File: src/rtl/pbc_pkg.sv
// package: constants, field positions and state types for the basic control register block
package pbc_pkg;

  // addresses on the management port: the control register and this phy
  localparam logic [4:0]  CTRL_ADDR         = 5'h00;
  localparam logic [4:0]  PHY_ADDR          = 5'h01;

  // field positions of the control register
  localparam int          BIT_RESET         = 15;
  localparam int          BIT_LOOPBACK      = 14;
  localparam int          BIT_SPEED         = 13;
  localparam int          BIT_AN_ENABLE     = 12;
  localparam int          BIT_POWER_DOWN    = 11;
  localparam int          BIT_AN_RESTART    = 9;
  localparam int          BIT_DUPLEX        = 8;

  // reset value: speed 100 and auto-negotiation on, all else zero
  localparam logic        RST_SPEED         = 1'b1;
  localparam logic        RST_AN_ENABLE     = 1'b1;
  localparam logic        RST_LOOPBACK      = 1'b0;
  localparam logic        RST_POWER_DOWN    = 1'b0;
  localparam logic        RST_DUPLEX        = 1'b0;

  // duplex abilities of this phy
  localparam logic        ABLE_FULL         = 1'b1;
  localparam logic        ABLE_HALF         = 1'b1;

  // timing
  localparam int          CLK_PERIOD_NS     = 10;
  localparam int          SOFT_RESET_NS     = 10000;
  localparam int          LOOP_DEAD_NS      = 560;
  localparam logic [15:0] SOFT_RESET_CYCLES = 16'((SOFT_RESET_NS + CLK_PERIOD_NS - 1) / CLK_PERIOD_NS);
  localparam logic [15:0] LOOP_DEAD_CYCLES  = 16'((LOOP_DEAD_NS + CLK_PERIOD_NS - 1) / CLK_PERIOD_NS);

  // management frame coding
  localparam logic [5:0]  PREAMBLE_BITS     = 6'h20;
  localparam logic [1:0]  OP_READ           = 2'h2;
  localparam logic [1:0]  OP_WRITE          = 2'h1;
  localparam logic [4:0]  LAST_HDR_BIT      = 5'h0B;
  localparam logic [4:0]  LAST_DATA_BIT     = 5'h0F;

  typedef enum logic [2:0] {
    PBC_IDLE  = 3'h0,
    PBC_START = 3'h1,
    PBC_HDR   = 3'h3,
    PBC_TA    = 3'h2,
    PBC_DATA  = 3'h6
  } pbc_frame_state_t;

endpackage

File: src/rtl/pbc_mgmt_serial.sv
// management port frame engine: serial frames in, register reads and write strobes out
`timescale 1ns/1ps
`default_nettype none
module pbc_mgmt_serial (
  // clock and reset
  input  wire logic        ref_clk,
  input  wire logic        rst,
  // management pins
  input  wire logic        mgmt_clk_pin,
  input  wire logic        mgmt_data_in,
  output var  logic        mgmt_data_out,
  output var  logic        mgmt_data_oe_n,
  // register side
  input  wire logic        busy,
  input  wire logic [15:0] rd_data,
  output var  logic [4:0]  reg_addr,
  output var  logic [15:0] wr_data,
  output var  logic        wr_stb
);

  logic                      mdc_s1, mdc_s2, mdc_s3, mdio_s1, mdio_s2;
  logic                      rise;
  pbc_pkg::pbc_frame_state_t state, next_state;
  logic [5:0]                cnt, next_cnt;
  logic [15:0]               shift, next_shift;
  logic                      op_read, next_op_read;
  logic [4:0]                next_addr;
  logic                      next_out, next_oe_n, next_wr_stb;

  assign rise    = mdc_s2 & ~mdc_s3;
  assign wr_data = shift;

  always_comb begin
    next_state   = state;
    next_cnt     = cnt;
    next_shift   = shift;
    next_op_read = op_read;
    next_addr    = reg_addr;
    next_out     = mgmt_data_out;
    next_oe_n    = mgmt_data_oe_n;
    next_wr_stb  = 1'b0;
    if (busy) begin
      next_state = pbc_pkg::PBC_IDLE;
      next_cnt   = 6'h00;
      next_oe_n  = 1'b1;
    end else if (rise) begin
      case (state)
        pbc_pkg::PBC_IDLE: begin
          if (mdio_s2) begin
            if (cnt != pbc_pkg::PREAMBLE_BITS) next_cnt = cnt + 6'h01;
          end else begin
            if (cnt == pbc_pkg::PREAMBLE_BITS) next_state = pbc_pkg::PBC_START;
            next_cnt = 6'h00;
          end
        end
        pbc_pkg::PBC_START: begin
          next_state = mdio_s2 ? pbc_pkg::PBC_HDR : pbc_pkg::PBC_IDLE;
        end
        pbc_pkg::PBC_HDR: begin
          next_shift = {shift[14:0], mdio_s2};
          if (cnt[4:0] == pbc_pkg::LAST_HDR_BIT) begin
            next_cnt     = 6'h00;
            next_op_read = (shift[10:9] == pbc_pkg::OP_READ);
            next_addr    = {shift[3:0], mdio_s2};
            // frames for another address or with a bad opcode are dropped
            if (shift[8:4] == pbc_pkg::PHY_ADDR &&
                (shift[10:9] == pbc_pkg::OP_READ || shift[10:9] == pbc_pkg::OP_WRITE))
              next_state = pbc_pkg::PBC_TA;
            else
              next_state = pbc_pkg::PBC_IDLE;
          end else begin
            next_cnt = cnt + 6'h01;
          end
        end
        pbc_pkg::PBC_TA: begin
          if (cnt == 6'h00) begin
            next_cnt = 6'h01;
            if (op_read) begin
              next_oe_n = 1'b0;
              next_out  = 1'b0;
            end
          end else begin
            next_cnt   = 6'h00;
            next_state = pbc_pkg::PBC_DATA;
            if (op_read) begin
              next_out   = rd_data[15];
              next_shift = {rd_data[14:0], 1'b0};
            end
          end
        end
        pbc_pkg::PBC_DATA: begin
          if (op_read) begin
            if (cnt[4:0] == pbc_pkg::LAST_DATA_BIT) begin
              next_oe_n  = 1'b1;
              next_state = pbc_pkg::PBC_IDLE;
              next_cnt   = 6'h00;
            end else begin
              next_out   = shift[15];
              next_shift = {shift[14:0], 1'b0};
              next_cnt   = cnt + 6'h01;
            end
          end else begin
            next_shift = {shift[14:0], mdio_s2};
            if (cnt[4:0] == pbc_pkg::LAST_DATA_BIT) begin
              next_wr_stb = 1'b1;
              next_state  = pbc_pkg::PBC_IDLE;
              next_cnt    = 6'h00;
            end else begin
              next_cnt = cnt + 6'h01;
            end
          end
        end
        default: begin
          next_state = pbc_pkg::PBC_IDLE;
          next_cnt   = 6'h00;
          next_oe_n  = 1'b1;
        end
      endcase
    end
  end

  always_ff @(posedge ref_clk) begin
    // pins come from the management master's timing, so two flops first
    mdc_s1  <= mgmt_clk_pin;
    mdc_s2  <= mdc_s1;
    mdio_s1 <= mgmt_data_in;
    mdio_s2 <= mdio_s1;
    if (rst) begin
      mdc_s3         <= 1'b0;
      state          <= pbc_pkg::PBC_IDLE;
      cnt            <= 6'h00;
      shift          <= 16'h0000;
      op_read        <= 1'b0;
      reg_addr       <= 5'h00;
      mgmt_data_out  <= 1'b0;
      mgmt_data_oe_n <= 1'b1;
      wr_stb         <= 1'b0;
    end else begin
      mdc_s3         <= mdc_s2;
      state          <= next_state;
      cnt            <= next_cnt;
      shift          <= next_shift;
      op_read        <= next_op_read;
      reg_addr       <= next_addr;
      mgmt_data_out  <= next_out;
      mgmt_data_oe_n <= next_oe_n;
      wr_stb         <= next_wr_stb;
    end
  end

endmodule
`default_nettype wire

File: src/rtl/pbc_control.sv
// top: basic control register of the 10/100 phy with its controls, loopback path and soft reset
`timescale 1ns/1ps
`default_nettype none
module pbc_control (
  // clock and reset
  input  wire logic       ref_clk,
  input  wire logic       rst,
  // management port pins
  input  wire logic       mgmt_clk_pin,
  input  wire logic       mgmt_data_in,
  output var  logic       mgmt_data_out,
  output var  logic       mgmt_data_oe_n,
  // configuration pins
  input  wire logic       cfg_loop_force,
  input  wire logic       cfg_loop_value,
  // auto-negotiation results and controls
  input  wire logic       an_speed_100,
  input  wire logic       an_full_duplex,
  output var  logic       an_enable,
  output var  logic       an_restart,
  // operating mode
  output var  logic       op_speed_100,
  output var  logic       op_full_duplex,
  output var  logic       power_down,
  output var  logic       loopback_active,
  output var  logic       soft_reset_busy,
  // mac nibble path
  input  wire logic [3:0] mac_txd,
  input  wire logic       mac_tx_en,
  output var  logic [3:0] mac_rxd,
  output var  logic       mac_rx_dv,
  // line nibble path
  input  wire logic [3:0] line_rxd,
  input  wire logic       line_rx_dv,
  output var  logic [3:0] line_txd,
  output var  logic       line_tx_en
);

  logic        f_loop, f_speed, f_an, f_pdown, f_duplex, f_restart;
  logic        next_loop, next_speed, next_an, next_pdown, next_duplex, next_restart;
  logic        next_busy;
  logic [15:0] rst_cnt, next_rst_cnt;
  logic [15:0] dead_cnt, next_dead_cnt;
  logic        loop_q, next_loop_q;
  logic        cfg_force_s1, cfg_force_s2, cfg_value_s1, cfg_value_s2;
  logic        loop_eff, duplex_rd;
  logic [15:0] ctrl_read, rd_data, wr_data;
  logic [4:0]  reg_addr;
  logic        wr_stb, ctrl_wr;
  logic        next_an_restart, next_speed_out, next_duplex_out, next_rx_dv, next_tx_en;
  logic [3:0]  next_rxd;

  pbc_mgmt_serial u_serial (
    .ref_clk        (ref_clk),
    .rst            (rst),
    .mgmt_clk_pin   (mgmt_clk_pin),
    .mgmt_data_in   (mgmt_data_in),
    .mgmt_data_out  (mgmt_data_out),
    .mgmt_data_oe_n (mgmt_data_oe_n),
    .busy           (soft_reset_busy),
    .rd_data        (rd_data),
    .reg_addr       (reg_addr),
    .wr_data        (wr_data),
    .wr_stb         (wr_stb)
  );

  // a single-mode phy pins the duplex bit to the mode it has
  localparam logic ABLE_ONE_MODE = pbc_pkg::ABLE_FULL ^ pbc_pkg::ABLE_HALF;
  assign duplex_rd = (ABLE_ONE_MODE) ? pbc_pkg::ABLE_FULL : f_duplex;

  // reserved bits read zero whatever the master wrote
  assign ctrl_read = {soft_reset_busy, f_loop, f_speed, f_an, f_pdown, 1'b0, f_restart, duplex_rd, 8'h00};
  assign rd_data   = (reg_addr == pbc_pkg::CTRL_ADDR) ? ctrl_read : 16'h0000;
  assign ctrl_wr   = wr_stb && (reg_addr == pbc_pkg::CTRL_ADDR);

  // configuration wins over the register whenever it asks to
  assign loop_eff  = cfg_force_s2 ? cfg_value_s2 : f_loop;

  // register fields and soft reset sequence
  always_comb begin
    next_loop    = f_loop;
    next_speed   = f_speed;
    next_an      = f_an;
    next_pdown   = f_pdown;
    next_duplex  = f_duplex;
    next_restart = 1'b0;
    next_busy    = soft_reset_busy;
    next_rst_cnt = rst_cnt;
    if (soft_reset_busy) begin
      // fields stay at defaults until the sequence ends
      if (rst_cnt == 16'h0001) next_busy = 1'b0;
      next_rst_cnt = rst_cnt - 16'h0001;
    end else if (ctrl_wr) begin
      if (wr_data[pbc_pkg::BIT_RESET]) begin
        next_loop    = pbc_pkg::RST_LOOPBACK;
        next_speed   = pbc_pkg::RST_SPEED;
        next_an      = pbc_pkg::RST_AN_ENABLE;
        next_pdown   = pbc_pkg::RST_POWER_DOWN;
        next_duplex  = pbc_pkg::RST_DUPLEX;
        next_busy    = 1'b1;
        next_rst_cnt = pbc_pkg::SOFT_RESET_CYCLES;
      end else begin
        next_loop    = wr_data[pbc_pkg::BIT_LOOPBACK];
        next_speed   = wr_data[pbc_pkg::BIT_SPEED];
        next_an      = wr_data[pbc_pkg::BIT_AN_ENABLE];
        next_pdown   = wr_data[pbc_pkg::BIT_POWER_DOWN];
        next_duplex  = wr_data[pbc_pkg::BIT_DUPLEX];
        next_restart = wr_data[pbc_pkg::BIT_AN_RESTART];
      end
    end
  end

  always_ff @(posedge ref_clk) begin
    if (rst) begin
      f_loop          <= pbc_pkg::RST_LOOPBACK;
      f_speed         <= pbc_pkg::RST_SPEED;
      f_an            <= pbc_pkg::RST_AN_ENABLE;
      f_pdown         <= pbc_pkg::RST_POWER_DOWN;
      f_duplex        <= pbc_pkg::RST_DUPLEX;
      f_restart       <= 1'b0;
      soft_reset_busy <= 1'b0;
      rst_cnt         <= 16'h0000;
    end else begin
      f_loop          <= next_loop;
      f_speed         <= next_speed;
      f_an            <= next_an;
      f_pdown         <= next_pdown;
      f_duplex        <= next_duplex;
      f_restart       <= next_restart;
      soft_reset_busy <= next_busy;
      rst_cnt         <= next_rst_cnt;
    end
  end

  // operating mode and nibble path
  always_comb begin
    next_loop_q     = loop_eff;
    next_dead_cnt   = dead_cnt;
    if (loop_eff && !loop_q)
      next_dead_cnt = pbc_pkg::LOOP_DEAD_CYCLES;
    else if (dead_cnt != 16'h0000)
      next_dead_cnt = dead_cnt - 16'h0001;
    // the restart bit reads one for a cycle and leaves one pulse behind
    next_an_restart = f_restart;
    // speed change takes effect on the next edge, well inside the allowed switch time
    next_speed_out  = f_an ? an_speed_100 : f_speed;
    if (loop_eff)
      next_duplex_out = 1'b1;
    else if (f_an)
      next_duplex_out = an_full_duplex;
    else
      next_duplex_out = duplex_rd;
    if (loop_eff) begin
      // line receive is isolated; looped data is blanked during the dead time
      next_rxd   = mac_txd;
      next_rx_dv = mac_tx_en && (dead_cnt == 16'h0000) && !(loop_eff && !loop_q);
    end else begin
      next_rxd   = line_rxd;
      next_rx_dv = line_rx_dv;
    end
    next_tx_en = mac_tx_en && !loop_eff && !f_pdown;
  end

  always_ff @(posedge ref_clk) begin
    // configuration pins are asynchronous straps
    cfg_force_s1 <= cfg_loop_force;
    cfg_force_s2 <= cfg_force_s1;
    cfg_value_s1 <= cfg_loop_value;
    cfg_value_s2 <= cfg_value_s1;
    if (rst) begin
      loop_q          <= 1'b0;
      dead_cnt        <= 16'h0000;
      an_enable       <= pbc_pkg::RST_AN_ENABLE;
      an_restart      <= 1'b0;
      op_speed_100    <= pbc_pkg::RST_SPEED;
      op_full_duplex  <= pbc_pkg::RST_DUPLEX;
      power_down      <= pbc_pkg::RST_POWER_DOWN;
      loopback_active <= 1'b0;
      mac_rxd         <= 4'h0;
      mac_rx_dv       <= 1'b0;
      line_txd        <= 4'h0;
      line_tx_en      <= 1'b0;
    end else begin
      loop_q          <= next_loop_q;
      dead_cnt        <= next_dead_cnt;
      an_enable       <= f_an;
      an_restart      <= next_an_restart;
      op_speed_100    <= next_speed_out;
      op_full_duplex  <= next_duplex_out;
      power_down      <= f_pdown;
      loopback_active <= loop_eff;
      mac_rxd         <= next_rxd;
      mac_rx_dv       <= next_rx_dv;
      line_txd        <= mac_txd;
      line_tx_en      <= next_tx_en;
    end
  end

endmodule
`default_nettype wire

File: config.mk
export PLATFORM = sky130hd
export DESIGN_NAME = pbc_control
export DESIGN_NICKNAME = d
export VERILOG_FILES = /design/src/rtl/pbc_pkg.sv /design/src/rtl/pbc_mgmt_serial.sv /design/src/rtl/pbc_control.sv
export SDC_FILE = /design/constraint.sdc
export NUM_CORES = 1
export LEC_CHECK = 0
export ABC_AREA = 1
export BUFFER_PORTS_ARGS = -buffer_cell sky130_fd_sc_hd__buf_4
export CORE_ASPECT_RATIO = 1.1
export CORE_MARGIN = 5
export CORE_UTILIZATION = 30
export CTS_CLUSTER_SIZE = 10
export DETAILED_ROUTE_END_ITERATION = 7
export PLACE_DENSITY_LB_ADDON = 0.12
export SYNTH_ARGS = -nofsm -noshare
export SYNTH_HDL_FRONTEND = slang
export SYNTH_SLANG_ARGS = --single-unit
File: constraint.sdc
create_clock -name ref_clk -period 1.9 [get_ports ref_clk]
set_clock_uncertainty 0.15 [all_clocks]
set_input_delay 0.095 -clock ref_clk [delete_from_list [all_inputs] [get_ports ref_clk]]
set_output_delay 0.095 -clock ref_clk [all_outputs]
set_load 0.02 [all_outputs]
== After elaboration in Yosys (flattened, before gate mapping) ==
Cells that the tools add are included.

* Register bits: 98
* Bits of input ports: 18
* Output and inout port bits: 19
* Word-level logic and storage cells: 157

* Add/sub/neg operators: 3
* Equality and inequality tests: 23
* Muxes and demuxes: 51
* Bitwise logic cells: 8
* Reductions and logical operators: 35

{| class="wikitable"
|+ Operators by type and width
! kind !! number
|-
| 16-bit two-way mux || 8
|-
| 16-bit case mux with 3 select lines || 1
|-
| 6-bit two-way mux || 6
|-
| 16-bit by 1-bit subtractor with 16-bit output, second input constant || 2
|-
| 6-bit case mux with 5 select lines || 1
|-
| 1-bit two-way mux || 24
|-
| 6-bit AND reduction || 4
|-
| 16-bit by 1-bit equality test with 1-bit output, second input constant || 1
|-
| 16-bit logical NOT || 1
|-
| 16-bit nonzero test || 1
|-
| 3-bit two-way mux || 5
|-
| 3-bit case mux with 5 select lines || 1
|-
| 2-bit by 1-bit != test with 1-bit output, second input constant || 6
|-
| 5-bit by 4-bit equality test with 1-bit output, second input constant || 2
|-
| 2-bit nonzero test || 4
|-
| 1-bit logical AND || 7
|-
| 1-bit inverter || 7
|-
| 6-bit by 1-bit adder with 6-bit output, second input constant || 1
|-
| 3-bit by 2-bit equality test with 1-bit output, second input constant || 2
|-
| 6-bit equality test, second input constant || 1
|-
| 6-bit logical NOT || 1
|-
| 2-bit != test, second input constant || 3
|-
| 3-bit != test, second input constant || 2
|-
| 6-bit != test, second input constant || 1
|-
| other kinds (22) || 28
|}

== Logic depth before layout (Yosys ltp) ==
* Depth after elaboration: 6
* Depth in mapped cells: 12

== Cells and area by module ==
A second synthesis with hierarchy kept.

* Cell total of the unflattened synthesis: 746
* Area, all modules: 5210.0 um2

{| class="wikitable"
|+ By module, submodules not included
! module !! times used !! cells each !! area each (um2)
|-
| pbc_control || 1 || 412 || 2894.0
|-
| pbc_mgmt_serial || 1 || 334 || 2316.0
|}

== Worst setup path after synthesis ==
No wires, ideal clock.

* Path kind: reg-to-reg
* From: register u_serial.cnt[0]
* To: register u_serial.state[1]
* Library setup time: 113 ps
* Arrival time: 1647 ps
* Required time: 1637 ps
* Path slack: -10 ps
* Cell stages (with the launch flop): 12
* Buffers on the path: 0
* Cell sequence: dfxtp_1 > ha_1 > nand2_1 > nor2_1 > ha_1 > inv_1 > nand4_1 > nand3_2 > nor2_1 > nand2_1 > nor2_1 > nor2_1

* Cells in the longest elaborated chain, start to end: 3

{| class="wikitable"
|+ Ends and longest elaborated chain
! what !! RTL line !! source
|-
| start: declaration || pbc_mgmt_serial.sv:24 || <nowiki>logic [5:0] cnt, next_cnt;</nowiki>
|-
| start signal: assignment || pbc_mgmt_serial.sv:141 || <nowiki>cnt <= next_cnt;</nowiki>
|-
| 6-bit equality test, or another cell as far along || pbc_mgmt_serial.sv:52 || <nowiki>if (cnt == pbc_pkg::PREAMBLE_BITS) next_state = pbc_pkg::PBC_START;</nowiki>
|-
| 2-bit by 1-bit != test with 1-bit output (no line) / 2-bit != test (equally long branches) || n/a ||
|-
| 6-bit AND reduction (no line) (*) || n/a ||
|-
| end signal: assignment || pbc_mgmt_serial.sv:130 || <nowiki>state <= pbc_pkg::PBC_IDLE;</nowiki>
|-
| end signal: assignment || pbc_mgmt_serial.sv:140 || <nowiki>state <= next_state;</nowiki>
|-
| end: declaration || pbc_mgmt_serial.sv:23 || <nowiki>pbc_pkg::pbc_frame_state_t state, next_state;</nowiki>
|}

Every way passes the cells marked *; elsewhere a longest branch is shown, timed or not.
A chain may end at the register's enable or synchronous reset.

== Worst setup path after layout ==
* From: register u_serial.cnt[0]
* To: register u_serial.cnt[3]

* Cells in the longest elaborated chain, start to end: 4

{| class="wikitable"
|+ Ends and longest elaborated chain
! what !! RTL line !! source
|-
| 6-bit by 1-bit adder with 6-bit output || n/a ||
|-
| 6-bit two-way mux || pbc_mgmt_serial.sv:50 || <nowiki>if (cnt != pbc_pkg::PREAMBLE_BITS) next_cnt = cnt + 6'h01;</nowiki>
|-
| 6-bit two-way mux || pbc_mgmt_serial.sv:49 || <nowiki>if (mdio_s2) begin</nowiki>
|-
| 6-bit case mux with 5 select lines || pbc_mgmt_serial.sv:47 || <nowiki>case (state)</nowiki>
|}

Several ways; a longest one is shown, not always the timed one. The select of a mux whose other input is x is not followed.

==> metrics.txt <==
Power Density=roughly 960 nW/um^2; crit path cell chain=ha_4 -> nand2_4 -> nor2_4 -> ha_4 -> inv_2 -> nand4_1 -> nand3_2 -> buf_6 -> nand2_1 -> a21oi_1 -> and2_1; Least-Margin Pin Slew=410.6 ps; layout cells sized above 1=18.21%; outcome=finished, final reports clean; largest net degree at the start of global routing=30; CP most frequent cell=ha_4; Tot Pwr=approximately 5700 uW; critical path's slowest cell=dfxtp_4; power share of the clock group=31.7%; Slew Limit Fails=0; max incr delay on CP=360 ps; final hold violations=0; most frequent cells in the layout=nand2_1, nor2_1, dfxtp_1, inv_1, buf_4; post-synth top area cell=dfxtp_1; initial antenna violation count=0; worst ir drop on vdd=roughly 0.43 mV; vias per inst=4.486; Yosys warning count=0; kind of critical path=flop to flop; n_diodes=0; Switching Fraction=31.74%; detailed-router iteration count before antenna repair=4; post-synthesis sequential area ratio=approximately two fifths; core area=roughly 15000 um^2; reg2reg start=u_serial.cnt[0]; routed vias=4347; Pint=approximately 3900 uW; drt total wl=around 12 mm; Die Area=18230 um^2; final worst setup slack=96.74 ps; leakage=around 0.0027 uW; die height=141.1 um; Crit. End Element=flop; hpwl dp=8.823 mm; cts bufs inserted=9; number of synthesized flops with an enable pin=0; CTS tree=built; Worst slew margin=72.59%; Hold Path Class=flop to flop; worst slack, placed=-203.0 ps; # nets final=792; syn nets=approximately 700; H-tree Lvls=3; max-cap violations=0; Syn-to-layout area delta=27.92%; CP endpoint=u_serial.cnt[3]; post-route cell area=5997 um^2; synthesized area per cell=6.946 um^2; synthesized cell area=4688 um^2; num rows=48; GRT Resource Usage Total=13.27%; Layout fillers=1680; die width=between 100 and 150 um; crit path launch=u_serial.cnt[0]; sequential share of power=41.2%; Critical Path AT=roughly 1900 ps; clk buf depth=2; WL per Instance=12.22 um; Initial Utilization=between 30% and 40%; fin crit share=a little over nine tenths; Worst Hold Path Cells=0; Synth top area share=41.85%; clk root buf=clkbuf_16; dpl cell area=5399 um^2; Synth Register Bits=98; R2R depth=11; synth top area cells=dfxtp_1, nand2_1, nor2_1, inv_1, nand3_1; commonest register cell after synthesis=dfxtp_1; NetSw=1822 uW; final setup vio count=0; reg2reg setup slack=a little under 100 ps; most common library cell in the layout ignoring fill and taps=nand2_1; initial DRC count=185; Congestion Overflow GR=0; Sink Count=98; gpl congestion=0.8206; CP max FO=4; unrepaired setup endpoints after global routing=true; crit start category=flop; combinational group share of total power=between 20 and 30%; Fin Hold WS=177.8 ps; Ports=37; Worst R2R End=u_serial.cnt[3]; Crit path required time=a little under 2000 ps; TNS Setup=0 ps; Port Buffers=36; Worst-path clk slew=60 ps; fin crit period=1803 ps; vias in the first global route=between 4000 and 5000; first-pass GRT wire length=19.73 mm; Post-Syn Instances=675; Async SR Flop Fraction=0%; Yosys cell types=34; Fmax=0.5546 GHz; worst skew pair latency=340 ps; DRC=0; Post-DRT Antenna Nets=0
Yosys cell counts, types with 7 or more instances:
| library cell | count |
|---|---|
| nor3_1 | 16 |
| o21ai_0 | 26 |
| nand4_1 | 8 |
| a21oi_1 | 37 |
| nand3_2 | 7 |
| ha_1 | 9 |
| dfxtp_1 | 98 |
| nand2_1 | 145 |
| nand3_1 | 43 |
| inv_1 | 76 |
| nor2_2 | 15 |
| nor2_1 | 136 |
cell type report:
type	count	area (um^2)	share of cell area, %
multi-input cells	483	2399	40.00
inverters	79	299.0	4.986
repair buffers	94	789.5	13.17
well taps	200	250.2	4.173
clock buffers	10	239.0	3.985
flip-flops and latches	98	1967	32.80
clock inverters	5	53.80	0.8971
power groups by stage:
stage               sequential (uW)  clock (uW)  combinational, uW
finish                         2360        1820               1560
global route                   2390        1970               1760
CTS                            2360        1900               1570
detailed placement             2410           0               1530
global placement               2410           0               1520
floorplan                      2400           0               1140
timing repair:
action	4_1_cts	5_1_grt
gates resized for setup	6	14
buffers inserted	3	2
hold buffers	17	0
gates cloned	0	0
hold endpoints to repair	27	0
pin swaps	6	8
setup endpoints to repair	24	29
registers in the layout, summed over array words and instances (netlist names), 3 cells and up:
| register | flops |
|---|---|
| dead_cnt | 16 |
| line_txd | 4 |
| mac_rxd | 4 |
| rst_cnt | 16 |
| u_serial.cnt | 6 |
| u_serial.reg_addr | 5 |
| u_serial.state | 3 |
| u_serial.wr_data | 16 |
metrics by stage:
step	std cells	util (%)
4_1_cts	967	38.28
6_report	969	38.70
3_3_place_gp	932	34.84
2_1_floorplan	675	-
5_1_grt	969	38.70
3_5_place_dp	932	34.84
worst min-delay path by stage:
stage	from	endpoint	slack [ps]
final	u_serial.mdio_s1	u_serial.mdio_s2	180
after floorplan	cfg_loop_force	cfg_force_s1	-30
after global routing	cfg_force_s1	cfg_force_s2	180
after CTS	u_serial.mdio_s1	u_serial.mdio_s2	180
after detailed placement	mgmt_data_in	u_serial.mdio_s1	50
after global placement	cfg_loop_value	cfg_value_s1	50
worst max-delay path: cells and delay by family (launching register included):
family	cells	cell delay (ps)
DFF	1	360
and+or+nand+nor	6	610
AOI/OAI and AO/OA	1	60
buffers and inverters	2	190
adders and majority gates	2	320
kinds of logic after synthesis:
family / after synthesis / synth area share (%)
adders and majority gates: 9 / 2.402
DFF: 98 / 41.85
buffers and inverters: 94 / 8.407
AOI/OAI and AO/OA: 77 / 8.887
and+or+nand+nor: 386 / 36.40
xor gates and xnor gates: 11 / 2.055
metal layers:
metal | GRT usage [%] | vias up | wire length (um)
met4 | 5.086 | 0 | 204
met3 | 2.046 | 15 | 246
met2 | 22.27 | 33 | 5763
met5 | 0 | - | 0
met1 | 17.05 | 1991 | 5625
li1 | - | 2308 | -
No activity file was read; power rests on OpenSTA's default activity.
